File: config.mk
export PLATFORM = sky130hd
export DESIGN_NAME = sfhio_front
export DESIGN_NICKNAME = d
export VERILOG_FILES = /design/src/verilog/sfhio_pkg.sv /design/src/verilog/sfhio_front.sv /design/src/verilog/sfhio_sync.sv
export SDC_FILE = /design/constraint.sdc
export NUM_CORES = 1
export LEC_CHECK = 0
export BUFFER_PORTS_ARGS = -buffer_cell sky130_fd_sc_hd__buf_2
export CAP_MARGIN = 5
export CORE_ASPECT_RATIO = 0.7
export CORE_MARGIN = 1
export CORE_UTILIZATION = 55
export CTS_CLUSTER_DIAMETER = 200
export DETAILED_ROUTE_END_ITERATION = 8
export PLACE_DENSITY = 0.82
export SLEW_MARGIN = 20
export SYNTH_ARGS = -nofsm -noshare
export SYNTH_HDL_FRONTEND = slang
export SYNTH_HIERARCHICAL = 1
export SYNTH_SLANG_ARGS = --single-unit
File: constraint.sdc
create_clock -name pclk -period 2.36 [get_ports pclk]
set_input_delay 0 -clock pclk [delete_from_list [all_inputs] [get_ports pclk]]
set_output_delay 0 -clock pclk [all_outputs]
set_load 0.02 [all_outputs]
File: src/verilog/sfhio_pkg.sv
// Constants for the serial flash host interface front end.
// Assumes a 40 MHz APB clock; the timing, opcode and register numbers live here.
package sfhio_pkg;
  // ----------------------------------------------------------------
  // Clock and timing
  // ----------------------------------------------------------------
  localparam int CLK_PERIOD_NS   = 25;
  localparam int SOFT_RESET_NS   = 10000;
  localparam int HARD_RESET_NS   = 1000;
  localparam int SOFT_RESET_CYC  = (SOFT_RESET_NS + CLK_PERIOD_NS - 1) / CLK_PERIOD_NS;
  localparam int HARD_RESET_CYC  = (HARD_RESET_NS + CLK_PERIOD_NS - 1) / CLK_PERIOD_NS;
  localparam int TIMER_W         = 12;

  // ----------------------------------------------------------------
  // Instruction codes
  // ----------------------------------------------------------------
  localparam logic [7:0] OP_DUAL_OUT   = 8'h3b;
  localparam logic [7:0] OP_DUAL_IO    = 8'hbb;
  localparam logic [7:0] OP_QUAD_OUT   = 8'h6b;
  localparam logic [7:0] OP_QUAD_IO    = 8'heb;
  localparam logic [7:0] OP_QUAD_WORD  = 8'he7;
  localparam logic [7:0] OP_QUAD_OCTAL = 8'he3;
  localparam logic [7:0] OP_ENTER_QPI  = 8'h38;
  localparam logic [7:0] OP_EXIT_QPI   = 8'hff;
  localparam logic [7:0] OP_RST_ENABLE = 8'h66;
  localparam logic [7:0] OP_RESET      = 8'h99;

  // ----------------------------------------------------------------
  // Register map (byte addresses) and fields
  // ----------------------------------------------------------------
  localparam logic [7:0] REG_STATUS_TWO   = 8'h00;
  localparam logic [7:0] REG_STATUS_THREE = 8'h04;
  localparam logic [7:0] REG_TX_DATA      = 8'h08;
  localparam logic [7:0] REG_LINK_STATE   = 8'h0c;
  localparam int QE_BIT          = 1;
  localparam int PRS_BIT         = 7;
  localparam int LS_QPI_BIT      = 0;
  localparam int LS_BUSY_BIT     = 1;
  localparam int LS_PAUSED_BIT   = 2;
  localparam int LS_DUAL_BIT     = 3;
  localparam int LS_QUAD_BIT     = 4;
  localparam int LS_HRST_BIT     = 5;
  localparam int LS_OPCODE_LSB   = 8;
  localparam logic [7:0] TX_DATA_RESET = 8'h00;

  // ----------------------------------------------------------------
  // Interface state
  // ----------------------------------------------------------------
  typedef enum logic [1:0] {sfhio_opcode, sfhio_data, sfhio_ignore} sfhio_state_t;
endpackage

File: src/verilog/sfhio_front.sv
// Serial flash host interface front end: pins, modes, pause and resets.
// Assumes pclk is far faster than the serial clock; APB slave, no wait states.
//
// How it works
// - Only clock modes 0 and 3 are served; idle clock level is ignored.
// - Inputs sampled on serial clock rise, outputs updated on its fall.
// - Cycles count fall to fall; mode 0 starts at select fall.
// - Dual reads 3Bh and BBh drive data lines zero and one.
// - Quad reads 6Bh, EBh, E7h, E3h drive all four data lines.
// - Quad instructions are accepted only while quad enable is set.
// - 38h enters four-line instruction mode, FFh leaves it.
// - Opcode takes two clocks on four lines, else eight on one.
// - Modes exclusive; reset and soft reset return to serial mode.
// - Entering four-line mode needs quad enable set first.
// - Pause works only while selected and outside quad operations.
// - Pause starts on pause pin fall if clock low, else next fall.
// - Pause ends on pause pin rise if clock low, else next fall.
// - While paused outputs float, inputs and clock ignored, state kept.
// - Soft reset is 66h then 99h, in either instruction mode.
// - After soft reset, about 10us busy rejecting all commands.
// - Select bit picks pause (0, default) or hardware reset (1).
// - Long low reset pin aborts, restores power-on state, blocks commands.
// - Quad enable set turns the shared pin into a data line.
// - Hardware reset overrides every other input.
// - Quad enable is bit 1 of status word two.
// - Resets reload volatile quad enable from its non-volatile copy.
//
// Our own choices: the register offsets and register access over APB.
`timescale 1ns/1ps
module sfhio_front (
  input  wire logic        pclk,
  input  wire logic        presetn,
  input  wire logic        psel,
  input  wire logic        penable,
  input  wire logic        pwrite,
  input  wire logic [7:0]  paddr,
  input  wire logic [31:0] pwdata,
  output logic      [31:0] prdata,
  output logic             pready,
  output logic             pslverr,
  input  wire logic        serial_clock_pin,
  input  wire logic        select_n_pin,
  input  wire logic        data_line_zero_in,
  output logic             data_line_zero_out,
  output logic             data_line_zero_oe_n,
  input  wire logic        data_line_one_in,
  output logic             data_line_one_out,
  output logic             data_line_one_oe_n,
  input  wire logic        data_line_two_in,
  output logic             data_line_two_out,
  output logic             data_line_two_oe_n,
  input  wire logic        data_line_three_in,
  output logic             data_line_three_out,
  output logic             data_line_three_oe_n,
  output logic             abort_operation
);
  // ----------------------------------------------------------------
  // Pin synchronisers
  // ----------------------------------------------------------------
  logic [5:0] pins_s;
  logic       sclk_s;
  logic       sel_n_s;
  logic [3:0] dq_s;
  logic       sclk_d;
  logic       rise;
  logic       fall;

  sfhio_sync #(.W(6), .RESET_VALUE(6'h1e)) u_sync (
    .pclk     (pclk),
    .presetn  (presetn),
    .async_in ({serial_clock_pin, select_n_pin, data_line_three_in,
                data_line_two_in, data_line_one_in, data_line_zero_in}),
    .sync_out (pins_s)
  );

  assign sclk_s  = pins_s[5];
  assign sel_n_s = pins_s[4];
  assign dq_s    = pins_s[3:0];

  always_ff @(posedge pclk or negedge presetn) begin
    if (!presetn) begin
      sclk_d <= 1'b0;
    end else begin
      sclk_d <= sclk_s;
    end
  end

  // Either idle level works: edges, not levels, drive the shifters
  assign rise = sclk_s & ~sclk_d;
  assign fall = ~sclk_s & sclk_d;

  // ----------------------------------------------------------------
  // Configuration registers
  // ----------------------------------------------------------------
  logic       qe_nv;
  logic       qe;
  logic       pause_or_reset_select;
  logic [7:0] tx_data;
  logic       por_event;
  logic       apb_wr;
  logic       apb_rd_hit;

  assign apb_wr = psel & penable & pwrite;

  always_ff @(posedge pclk or negedge presetn) begin
    if (!presetn) begin
      qe_nv <= 1'b0;
    end else if (apb_wr && paddr == sfhio_pkg::REG_STATUS_TWO) begin
      qe_nv <= pwdata[sfhio_pkg::QE_BIT];
    end
  end

  // Volatile copy steers the pins; a reset brings it back to stored value
  always_ff @(posedge pclk or negedge presetn) begin
    if (!presetn) begin
      qe <= 1'b0;
    end else if (por_event) begin
      qe <= qe_nv;
    end else if (apb_wr && paddr == sfhio_pkg::REG_STATUS_TWO) begin
      qe <= pwdata[sfhio_pkg::QE_BIT];
    end
  end

  always_ff @(posedge pclk or negedge presetn) begin
    if (!presetn) begin
      pause_or_reset_select <= 1'b0;
    end else if (apb_wr && paddr == sfhio_pkg::REG_STATUS_THREE) begin
      pause_or_reset_select <= pwdata[sfhio_pkg::PRS_BIT];
    end
  end

  always_ff @(posedge pclk or negedge presetn) begin
    if (!presetn) begin
      tx_data <= sfhio_pkg::TX_DATA_RESET;
    end else if (apb_wr && paddr == sfhio_pkg::REG_TX_DATA) begin
      tx_data <= pwdata[7:0];
    end
  end

  // ----------------------------------------------------------------
  // Hardware reset through the shared pin
  // ----------------------------------------------------------------
  logic                            hrst_active;
  logic                            hrst_low;
  logic [sfhio_pkg::TIMER_W-1:0]   hrst_cnt;
  logic                            hrst_fire;

  // Quad enable hands the pin over to data, killing both pin functions
  assign hrst_active = pause_or_reset_select & ~qe;
  assign hrst_low    = hrst_active & ~dq_s[3];

  always_ff @(posedge pclk or negedge presetn) begin
    if (!presetn) begin
      hrst_cnt <= '0;
    end else if (!hrst_low) begin
      hrst_cnt <= '0;
    end else if (hrst_cnt != sfhio_pkg::TIMER_W'(sfhio_pkg::HARD_RESET_CYC)) begin
      hrst_cnt <= hrst_cnt + 1'b1;
    end
  end

  // Fires once per low pulse, after the full width
  assign hrst_fire = hrst_low &&
                     hrst_cnt == sfhio_pkg::TIMER_W'(sfhio_pkg::HARD_RESET_CYC - 1);

  // ----------------------------------------------------------------
  // Pause
  // ----------------------------------------------------------------
  logic paused;
  logic pause_allowed;
  logic quad_op;

  // A high clock defers any pause pin change to the next fall
  always_ff @(posedge pclk or negedge presetn) begin
    if (!presetn) begin
      paused <= 1'b0;
    end else if (hrst_low || !pause_allowed) begin
      paused <= 1'b0;
    end else if (!sclk_s) begin
      paused <= ~dq_s[3];
    end
  end

  assign pause_allowed = ~sel_n_s & ~pause_or_reset_select & ~qe & ~quad_op;

  // ----------------------------------------------------------------
  // Instruction engine
  // ----------------------------------------------------------------
  sfhio_pkg::sfhio_state_t state;
  logic       four_line_instruction_mode;
  logic [7:0] shift_in;
  logic [2:0] bit_cnt;
  logic       rst_enabled;
  logic       dual_op;
  logic [7:0] last_opcode;
  logic [7:0] shift_out;
  logic [3:0] out_bits;
  logic       driving;
  logic [sfhio_pkg::TIMER_W-1:0] busy_cnt;
  logic       busy;
  logic       soft_fire;
  logic       step;
  logic       opcode_done;
  logic [7:0] next_shift_in;
  logic [7:0] opcode;

  function automatic logic is_quad(input logic [7:0] op);
    is_quad = op inside {sfhio_pkg::OP_QUAD_OUT, sfhio_pkg::OP_QUAD_IO,
                         sfhio_pkg::OP_QUAD_WORD, sfhio_pkg::OP_QUAD_OCTAL};
  endfunction

  function automatic logic is_dual(input logic [7:0] op);
    is_dual = op inside {sfhio_pkg::OP_DUAL_OUT, sfhio_pkg::OP_DUAL_IO};
  endfunction

  // Nothing on the link moves while paused, in reset or deselected
  assign step = ~paused & ~hrst_low & ~sel_n_s;

  always_comb begin
    if (four_line_instruction_mode) begin
      next_shift_in = {shift_in[3:0], dq_s};
    end else begin
      next_shift_in = {shift_in[6:0], dq_s[0]};
    end
  end

  assign opcode_done = step && rise && state == sfhio_pkg::sfhio_opcode &&
                       bit_cnt == (four_line_instruction_mode ? 3'd1 : 3'd7);
  assign opcode      = next_shift_in;
  assign soft_fire   = opcode_done && !busy && rst_enabled &&
                       opcode == sfhio_pkg::OP_RESET;
  assign por_event   = soft_fire | hrst_fire;
  assign busy        = busy_cnt != '0;

  always_ff @(posedge pclk or negedge presetn) begin
    if (!presetn) begin
      busy_cnt <= '0;
    end else if (soft_fire) begin
      busy_cnt <= sfhio_pkg::TIMER_W'(sfhio_pkg::SOFT_RESET_CYC);
    end else if (busy) begin
      busy_cnt <= busy_cnt - 1'b1;
    end
  end

  // Bits count from select fall, so mode 0 and 3 both start cleanly
  always_ff @(posedge pclk or negedge presetn) begin
    if (!presetn) begin
      shift_in <= '0;
      bit_cnt  <= '0;
    end else if (sel_n_s || hrst_low) begin
      shift_in <= '0;
      bit_cnt  <= '0;
    end else if (step && rise && state == sfhio_pkg::sfhio_opcode) begin
      shift_in <= next_shift_in;
      bit_cnt  <= bit_cnt + 1'b1;
    end
  end

  always_ff @(posedge pclk or negedge presetn) begin
    if (!presetn) begin
      state <= sfhio_pkg::sfhio_opcode;
    end else if (sel_n_s || hrst_low) begin
      state <= sfhio_pkg::sfhio_opcode;
    end else if (opcode_done) begin
      case (state)
        sfhio_pkg::sfhio_opcode: begin
          if (busy) begin
            state <= sfhio_pkg::sfhio_ignore;
          end else if (is_dual(opcode) || (qe && is_quad(opcode))) begin
            state <= sfhio_pkg::sfhio_data;
          end else begin
            state <= sfhio_pkg::sfhio_ignore;
          end
        end
        default: state <= sfhio_pkg::sfhio_ignore;
      endcase
    end
  end

  always_ff @(posedge pclk or negedge presetn) begin
    if (!presetn) begin
      four_line_instruction_mode <= 1'b0;
    end else if (por_event) begin
      four_line_instruction_mode <= 1'b0;
    end else if (opcode_done && !busy && opcode == sfhio_pkg::OP_ENTER_QPI && qe) begin
      four_line_instruction_mode <= 1'b1;
    end else if (opcode_done && !busy && opcode == sfhio_pkg::OP_EXIT_QPI) begin
      four_line_instruction_mode <= 1'b0;
    end
  end

  // Enable must be the very command before the reset
  always_ff @(posedge pclk or negedge presetn) begin
    if (!presetn) begin
      rst_enabled <= 1'b0;
    end else if (hrst_low) begin
      rst_enabled <= 1'b0;
    end else if (opcode_done) begin
      rst_enabled <= !busy && opcode == sfhio_pkg::OP_RST_ENABLE;
    end
  end

  always_ff @(posedge pclk or negedge presetn) begin
    if (!presetn) begin
      dual_op     <= 1'b0;
      quad_op     <= 1'b0;
      last_opcode <= '0;
    end else if (sel_n_s || hrst_low) begin
      dual_op <= 1'b0;
      quad_op <= 1'b0;
    end else if (opcode_done && !busy) begin
      last_opcode <= opcode;
      dual_op     <= is_dual(opcode);
      quad_op     <= qe && is_quad(opcode);
    end
  end

  // ----------------------------------------------------------------
  // Output shifter
  // ----------------------------------------------------------------
  // Only a falling edge moves outputs, giving the master a full half cycle
  always_ff @(posedge pclk or negedge presetn) begin
    if (!presetn) begin
      shift_out <= '0;
      out_bits  <= '0;
      driving   <= 1'b0;
    end else if (state != sfhio_pkg::sfhio_data || sel_n_s || hrst_low) begin
      shift_out <= tx_data;
      out_bits  <= '0;
      driving   <= 1'b0;
    end else if (step && fall) begin
      driving <= 1'b1;
      if (quad_op) begin
        out_bits  <= shift_out[7:4];
        shift_out <= {shift_out[3:0], shift_out[7:4]};
      end else begin
        out_bits  <= {2'b00, shift_out[7:6]};
        shift_out <= {shift_out[5:0], shift_out[7:6]};
      end
    end
  end

  assign data_line_zero_out   = out_bits[0];
  assign data_line_one_out    = out_bits[1];
  assign data_line_two_out    = out_bits[2];
  assign data_line_three_out  = out_bits[3];
  assign data_line_zero_oe_n  = ~(driving & ~paused);
  assign data_line_one_oe_n   = ~(driving & ~paused);
  assign data_line_two_oe_n   = ~(driving & quad_op);
  assign data_line_three_oe_n = ~(driving & quad_op);
  assign abort_operation      = hrst_low | busy;

  // ----------------------------------------------------------------
  // APB read side
  // ----------------------------------------------------------------
  assign pready     = 1'b1;
  assign apb_rd_hit = paddr inside {sfhio_pkg::REG_STATUS_TWO, sfhio_pkg::REG_STATUS_THREE,
                                    sfhio_pkg::REG_TX_DATA, sfhio_pkg::REG_LINK_STATE};
  assign pslverr    = psel & penable & ~apb_rd_hit;

  always_comb begin
    prdata = '0;
    case (paddr)
      sfhio_pkg::REG_STATUS_TWO:   prdata[sfhio_pkg::QE_BIT] = qe;
      sfhio_pkg::REG_STATUS_THREE: prdata[sfhio_pkg::PRS_BIT] = pause_or_reset_select;
      sfhio_pkg::REG_TX_DATA:      prdata[7:0] = tx_data;
      sfhio_pkg::REG_LINK_STATE: begin
        prdata[sfhio_pkg::LS_QPI_BIT]    = four_line_instruction_mode;
        prdata[sfhio_pkg::LS_BUSY_BIT]   = busy;
        prdata[sfhio_pkg::LS_PAUSED_BIT] = paused;
        prdata[sfhio_pkg::LS_DUAL_BIT]   = dual_op;
        prdata[sfhio_pkg::LS_QUAD_BIT]   = quad_op;
        prdata[sfhio_pkg::LS_HRST_BIT]   = hrst_low;
        prdata[sfhio_pkg::LS_OPCODE_LSB +: 8] = last_opcode;
      end
      default: prdata = '0;
    endcase
  end
endmodule // sfhio_front

File: src/verilog/sfhio_sync.sv
// Two flip-flop synchroniser for a bundle of independent pin levels.
// Assumes each bit is a level; no multi-bit coherence is promised.
`timescale 1ns/1ps
module sfhio_sync #(
  parameter int           W           = 1,
  parameter logic [W-1:0] RESET_VALUE = '0
) (
  input  wire logic         pclk,
  input  wire logic         presetn,
  input  wire logic [W-1:0] async_in,
  output logic      [W-1:0] sync_out
);
  logic [W-1:0] stage1;

  // ----------------------------------------------------------------
  // Two stages
  // ----------------------------------------------------------------
  always_ff @(posedge pclk or negedge presetn) begin
    if (!presetn) begin
      stage1   <= RESET_VALUE;
      sync_out <= RESET_VALUE;
    end else begin
      stage1   <= async_in;
      sync_out <= stage1;
    end
  end
endmodule // sfhio_sync
==> results of run 1 <==
-- worst reg2reg max path: cells and delay by family (launching register included) --
kind,cells,cell delay [ps]
flip-flops,1,430
multiplexers,1,370
AND/OR/NAND/NOR,4,1270
-- flip-flops by register name (all words and copies together), names as in the netlist, 2 cells and up --
register / flops
shift_out: 8
last_opcode: 8
state: 2
hrst_cnt: 12
out_bits: 4
u_sync/stage1: 6
u_sync/sync_out: 6
bit_cnt: 3
shift_in: 7
tx_data: 8
busy_cnt: 12
-- routing by layer --
metal  track usage, %  vias to the layer above  part of all wire [%]
li1                 -                     1617                     -
met1             36.3                     1661                    46
met2             37.5                      151                    45
met3             7.06                       25                   7.5
met4             6.93                        0                   2.0
met5                0                        -                     0
-- stage by stage --
step                      utilization, %  std cells
final                               67.5        607
after CTS                           67.5        607
after detailed placement            61.1        576
after global routing                67.5        607
after floorplan                        -        446
after global placement              61.1        576
-- where the power goes --
part	internal, mW	leakage, nW	switching, mW
clock	1.09	0.170	0.543
sequential	1.50	1.16	0.0257
combinational	0.0592	1.14	0.0974
total	2.65	2.47	0.666
-- timing repair --
action	in CTS	in global routing
hold endpoints to repair	64	0
hold buffers	15	0
endpoints found under the setup margin	0	0
-- cell usage in the layout (no fill, tap or decap), types with 12 or more instances in the layout --
cell / netlist / layout
buf_4: 20 / 12
xor2_1: 12 / 12
conb_1: 2 / 17
dlygate4sd3_1: 0 / 15
nand2_1: 49 / 49
o21ai_0: 35 / 35
nand3_1: 22 / 22
mux2i_1: 14 / 14
mux2_2: 18 / 18
buf_2: 3 / 51
dfrtp_1: 78 / 78
nor2_1: 36 / 36
-- cell families after synthesis --
logic type,share of synthesized area (%)
other,0.169
AO/OA/AOI/OAI,8.28
AND/OR/NAND/NOR,23.8
multiplexers,8.39
buffers and inverters,5.32
XOR/XNOR,3.94
flip-flops,48.6
adder cells (fa/ha/maj),1.41
-- final timing paths --
kind | from | slack (ps) | endpoint | depth (start not counted)
hold / removal | paddr[3] | 130 | pause_or_reset_select$_DFFE_PN0P_ | 3
min in group asynchronous | presetn | 230 | tx_data[5]$_DFFE_PN0P_ | 2
max in group asynchronous | presetn | 1430 | u_sync/stage1[1]$_DFF_PN1_ | 3
hold reg to reg | u_sync/stage1[0]$_DFF_PN0_ | 350 | u_sync/sync_out[0]$_DFF_PN0_ | 0
setup / recovery | state[1]$_DFFE_PN0P_ | 170 | last_opcode[7]$_DFFE_PN0P_ | 5
setup reg to reg | state[1]$_DFFE_PN0P_ | 170 | last_opcode[7]$_DFFE_PN0P_ | 5
-- cell type report --
| cell class | instances | share of cell area [%] |
|---|---|---|
| well taps | 101 | 2.39 |
| repair buffers | 79 | 9.75 |
| multi-input cells | 318 | 39.9 |
| inverters | 7 | 0.497 |
| clock buffers | 13 | 4.92 |
| flip-flops and latches | 86 | 40.9 |
| clock inverters | 3 | 1.70 |
==> results, run 1 <==
- The flow ran to the end, and the final reports show no timing, DRC or antenna violations.
- Derived from the worst setup path, the maximum achievable clock frequency is approximately 0.46 GHz.
- The placer congestion estimate is around 0.88.
- The endpoint required time on the critical path is 2580 ps.
- The number of design rule violations left after detail routing is 0.
- The final layout contains between 500 and 600 nets.
- The synthesized design devotes to its leading area cell type 43.9% of total area.
- On the final layout, the worst clock skew is around 8.6 ps.
- The share of the Yosys chip area taken by registers is between 40% and 50%.
- The hold violation count in the final report is 0.
- The level count of the clock H-tree is 3.
- The total inserted antenna cells is 0.
- Gates resized during post-CTS repair numbered 0.
- The standard cell with the maximum stage delay on the critical path is dfrtp_1.
- Of all flip-flops after synthesis, the portion carrying an async set or reset was 100%.
- In the final layout, flip-flops and latches occupy roughly 2200 µm².
- The maximum buffer depth of the clock tree is 2.
- Prior to clock tree synthesis, the placed netlist has a worst setup slack of 237 ps.
- The initial antenna violation count is 0.
- The most instantiated flip-flop cell in the synthesis netlist is dfrtp_1.
- Across every metal layer, demand over resource in global routing totals 25.3%.
- The area of the core is 7840 µm².
- The post-route standard cell area excluding fillers is around 5300 µm².
- Of the cells placed in the final design, the portion with a size suffix greater than 1 is 24.5%.
- The estimated wirelength of the detail-placed design is between 6000 and 7000 µm.
- Setup repair after global routing left no endpoint under its margin.
- Relative to the synthesized area, the layout overhead comes to 19.0%.
- At the later pin of the worst-skew pair, clock insertion delay measures ~340 ps.
- In the final layout, the multi-input gates occupy 2110 µm².
- At the pin with the least slew margin, the transition time is between 600 and 700 ps.
- The die is slightly below 80 µm tall.
- In this run the post-CTS setup repair buffer count came out at 0.
- Measured against its own limit, the worst slew margin works out to a little over half.
- The number of buffers and inverters on the critical path is 0.
- In the post-route analysis, the smallest setup slack over all paths is 172 ps.
- The number of input and output port buffers inserted is 52.
- At the worst endpoint, the arrival time is ~2400 ps.
- After floorplanning, the core was divided into 27 placement rows.
- The total power density per cell area is between 600 and 700 nW/µm².
- The worst hold path belongs to the class input port to flop.
- The largest total area in the synthesized netlist belongs to dfrtp_1.
- The die covers around 8400 µm².
- The minimum clock period is approximately 2200 ps.
- Once the floorplan was initialized, standard cells occupied 56.7% of the core.
- The critical path endpoint category is a flop.
- The number of inserted filler cells in the final layout is just under 600.
- By area the synthesized netlist is led by dfrtp_1 (44%), dfstp_2 (4.7%), mux2_2 (4.6%).
- The post-layout total power is 3.32 mW.
- After clock tree synthesis, the clock-pin slew on the worst setup and hold paths is 60 ps.
- The via count of the first global-routing pass is around 3200.
- The count of endpoints failing setup in the final report is 0.
- For this run, the slowest stage of the critical path takes between 400 and 500 ps.
- The top cell family by delay on the critical path is simple AND/OR/NAND/NOR gates.
- After layout, the worst path uses ~93% of the clock period.
- The first-pass iteration count of the detailed router is 5.
- TritonCTS built the clock tree.
- The max-slew violation total from the final report came to 0.
- The library cell with the highest instance count after synthesis is dfrtp_1.
- The vias per cell is between 5 and 6.
- The total of flip-flops plus latches after synthesis is between 80 and 90.
- The count of nets left with antenna violations once routing finished came out at 0.
- The unique cell type count in the Yosys netlist is 61.
- The critical path goes through nor4_4 > nand4b_4 > or2_1 > nor2_4 > mux2_2.
- The max-capacitance violation count is 0.
- The count of clock tree sinks is 86.
- The remaining global-route overflow is 0.
- The number of buffers created by CTS is 9.
- The global-route wire length before repair is ~16000 µm.
- The detailed router finished its first iteration with roughly 230 violations.
- During synthesis, Yosys emitted a total of 6 warnings.
- After synthesis the cells add up to between 4000 and 5000 µm².
- After detailed placement, the total cell area comes to between 4000 and 5000 µm².
- The via count of the routed design is between 3000 and 4000.
- The clock root buffer is clkbuf_16.
- Pin placement for this block handled 94 I/O pins.
- The number of enable flip-flop cells after synthesis is 0.
- The setup TNS after final layout is 0 ps.
- The leakage dissipation is 2.47 nW.
- For this block, the routed nets add up to roughly 9600 µm of wire.
- In the synthesized netlist, the number of instances is 431.
- The commonest cells after synthesis are dfrtp_1 (78), nand2_1 (49), nor2_1 (36), o21ai_0 (35), nand3_1 (22).
- After detailed routing, the average wire length per cell comes to approximately 16 µm.
- IR analysis of the VDD net gives a maximum drop of between 0.4 and 0.5 mV.
- The chip width is around 110 µm.
- Across all hold checks on the routed design, the worst slack comes to between 100 and 150 ps.
- The largest net degree at the start of global routing is 53.
- The average instance in the mapped netlist occupies about 10 µm².
- The type of the worst setup path is flop to flop.
- The critical-path maximum fanout is 13.
- The sort of element at the start of the critical path is a flop.
No activity file was read; power rests on OpenSTA's default activity.
==> run 2: changes to the inputs <==
CORE_UTILIZATION = 59   (was 55)
PLACE_DENSITY = 0.87   (was 0.82)
clock period = 2.6 ns   (was 2.36 ns; I/O delays follow)
==> results, run 2 (synthesis gave the netlist of run 1 again) <==
- Run status: complete, but fails checks (was finished, final reports clean).
- The checks that failed: design-rule violations.
- The top cell family by delay on the critical path is simple AND/OR/NAND/NOR gates (unchanged).
- The level count of the clock H-tree was 3 (unchanged).
- The number of inserted filler cells in the final layout is 548 (was 579).
- The count of endpoints failing setup in the final report is 0 (unchanged).
- The worst setup skew after layout is 12.7 ps (was 8.63 ps).
- The global-route wire length before repair is 15400 µm (was 16100 µm).
- The y dimension of the die is 74.6 µm (was 77.2 µm).
- The setup TNS after final layout is 0 ps (unchanged).
- The footprint of the multi-input gates is 2110 µm² (unchanged).
- The largest net degree at the start of global routing is 87 (was 53).
- The sort of element at the start of the critical path is a flop (unchanged).
- The number of top-level pins is 94 (unchanged).
- The final standard cell utilization of the core is 70.8% (was 67.5%).
- The minimum clock period is 2300 ps (was 2190 ps).
- The leading cell type in the layout, fill and taps excluded is dfrtp_1 (unchanged).
- The launching instance or port of the critical path is four_line_instruction_mode$_DFFE_PN0P_ (was state[1]$_DFFE_PN0P_).
- The peak ir drop on the vdd network is 0.372 mV (was 0.438 mV).
- The placer congestion estimate came to 0.914 (was 0.883).
- The flip-flop and latch area is 2160 µm² (unchanged).
- The area of the core is 7290 µm² (was 7840 µm²).
- The max-capacitance violation count is 0 (unchanged).
- The total inserted antenna cells came to 0 (unchanged).
- The number of input and output port buffers inserted came to 52 (unchanged).
- The depth of the worst hold-timing path is 3 (unchanged).
- The switching fraction of total power is 22.5% (was 20.1%).
- The endpoint required time on the critical path is 2860 ps (was 2580 ps).
- The number of buffers and inverters on the critical path was 1 (was 0).
- The destination of the worst register-to-register timing path is qe$_DFFE_PN0P_ (was last_opcode[7]$_DFFE_PN0P_).
- Cell chain of the critical path: buf_4 > nor4bb_1 > o22ai_1 > nor4_4 > a21oi_2 > mux2_4 (was nor4_4 > nand4b_4 > or2_1 > nor2_4 > mux2_2).
- The endpoint of the worst hold-timing path is pause_or_reset_select$_DFFE_PN0P_ (unchanged).
- The TritonCTS clock tree is built (unchanged).
- The count of clock tree sinks came to 86 (unchanged).
- The initial core utilization is 61.0% (was 56.7%).
- The number of buffers created by CTS is 9 (unchanged).
- The chip width is 106 µm (was 109 µm).
- Most frequent cells in the layout: dfrtp_1 (78), buf_2 (51), nand2_1 (49) (unchanged).
- The maximum clock frequency was 0.435 GHz (was 0.457 GHz).
- The cell-internal power is 2.08 mW (was 2.65 mW).
- The die area came to 7890 µm² (was 8450 µm²).
- The DRC marker count from the first detailed-route iteration came to 311 (was 228).
- The maximum buffer depth of the clock tree was 2 (unchanged).
- The clock root buffer is clkbuf_8 (was clkbuf_16).
- The type of the worst setup path is flop to flop (unchanged).
- The hold violation count in the final report came to 0 (unchanged).
- The routed wire length came to 9460 µm (was 9580 µm).
- Biggest regs: busy_cnt: 12 flops, hrst_cnt: 12 flops (unchanged).
- The critical-path maximum fanout is 15 (was 13).
- The worst min-delay path startpoint was paddr[3] (unchanged).
- The number of nets with antenna violations after detailed routing was 0 (unchanged).
- The data arrival time of the critical path was 2560 ps (was 2410 ps).
- The estimated wirelength of the detail-placed design is 6440 µm (was 6550 µm).
- The all-layer global routing usage came to 25.7% (was 25.3%).
- The via count of the first global-routing pass is 3172 (was 3218).
- The standard cell with the maximum stage delay on the critical path is dfrtp_1 (unchanged).
- The relative contribution of the clock network to total power is 43.3% (was 49.3%).
- The clock transition time at the flip-flop clock pins of the worst setup and hold paths is 90 ps (was 60 ps).
- The total power density per cell area is 521 nW/µm² (was 628 nW/µm²).
- The relative area change from synthesis to final layout was 16.0% (was 19.0%).
- The max-slew violation total from the final report was 0 (unchanged).
- The number of nets in the finished design was 554 (was 557).
- The final cycle utilization of the critical path came to 88.4% (was 92.7%).
- The headroom to the max-slew limit is 49.9% (was 54.5%).
- The remaining global-route overflow is 0 (unchanged).
- The via count of the routed design is 3362 (was 3454).
- The leakage dissipation is 2.41 nW (was 2.47 nW).
- The vias per cell is 5.59 (was 5.69).
- The row count came to 26 (was 27).
- The maximum cell stage delay along the critical path is 560 ps (was 430 ps).
- The register-to-register setup slack was 300 ps (was 170 ps).
- The proportion of power drawn by combinational gates was 5.1% (was 4.7%).
- The measured slew at the worst slew-check pin is 751 ps (was 682 ps).
- The class of the most critical hold timing path is input port to flop (unchanged).
- The final routed wire length divided by cell count was 15.7 µm (was 15.8 µm).
- The initial antenna violation count is 0 (unchanged).
- The critical path endpoint category is a flop (unchanged).
- The fraction of final layout cells sized beyond drive strength 1 is 24.5% (about the same).
- The number of design rule violations left after detail routing is 1 (was 0).
- Setup repair after global routing missed its margin: false (unchanged).
- The share of total power in sequential cells was 51.6% (was 46.0%).
- The switching power is 0.603 mW (was 0.666 mW).
- The clock latency of the later-clocked register in the worst-skew pair was 370 ps (was 340 ps).
- The beginning of the worst register-to-register path is four_line_instruction_mode$_DFFE_PN0P_ (was state[1]$_DFFE_PN0P_).
- The number of cells on the worst reg-to-reg path is 6 (was 5).
- The first-pass iteration count of the detailed router was 6 (was 5).
run 2: how the worst max path moves through the flow:
stage                                                   endpoint  slack, ps  cells past startpoint
after floorplan                       last_opcode[3]$_DFFE_PN0P_        670                      7
after global placement                            qe$_DFFE_PN0P_        430                      6
after detailed placement              last_opcode[3]$_DFFE_PN0P_        380                      5
after CTS                             last_opcode[3]$_DFFE_PN0P_        350                      5
after global routing      four_line_instruction_mode$_DFFE_PN0P_        200                      5
final                                             qe$_DFFE_PN0P_        300                      6
run 2: power groups by stage:
| stage | logic (mW) | registers (mW) | clock network [mW] |
|---|---|---|---|
| 2_1_floorplan | 0.0802 | 1.40 | 0 |
| 3_3_place_gp | 0.117 | 1.41 | 0 |
| 3_5_place_dp | 0.120 | 1.41 | 0 |
| 4_1_cts | 0.137 | 1.38 | 1.18 |
| 5_1_grt | 0.155 | 1.39 | 1.23 |
| 6_report | 0.137 | 1.38 | 1.16 |
run 2: stage by stage:
stage                     instance area (µm²)  cells  worst slack (ps)  hold slack [ps]  total power [mW]
final                                    5160    601               302             78.5              2.68
after global routing                     5160    601               197             82.4              2.77
after CTS                                5150    601               349             67.8              2.70
after detailed placement                 4750    570               383              106              1.53
after global placement                   4750    570               432              105              1.52
after floorplan                          4500    446               670             -296              1.48
run 2: worst min-delay path, stage by stage:
cell and delay (ps):
buf_2 140, nor4_1 70, mux2_2 210
run 2: cell type report:
class / count / share of cell area, %
inverter: 7 / 0.510
multi-input combinational: 318 / 40.9
clock inverter: 6 / 2.23
timing repair buffer: 76 / 9.39
tap: 98 / 2.38
clock buffer: 10 / 2.67
sequential: 86 / 41.9
run 2: routing by layer:
layer / global-route usage [%] / up-vias / part of all wire, %
met5: 0 / - / 0
met4: 9.88 / 0 / 1.7
met3: 5.97 / 18 / 6.5
met2: 39.8 / 129 / 45
met1: 36.1 / 1600 / 47
li1: - / 1615 / -
run 2: timing repair:
action,4_1_cts,5_1_grt
endpoints found under the setup margin,0,0
endpoints found under the hold margin,94,0
hold buffers,15,0
buffers inserted,0,0
gates resized for setup,0,0
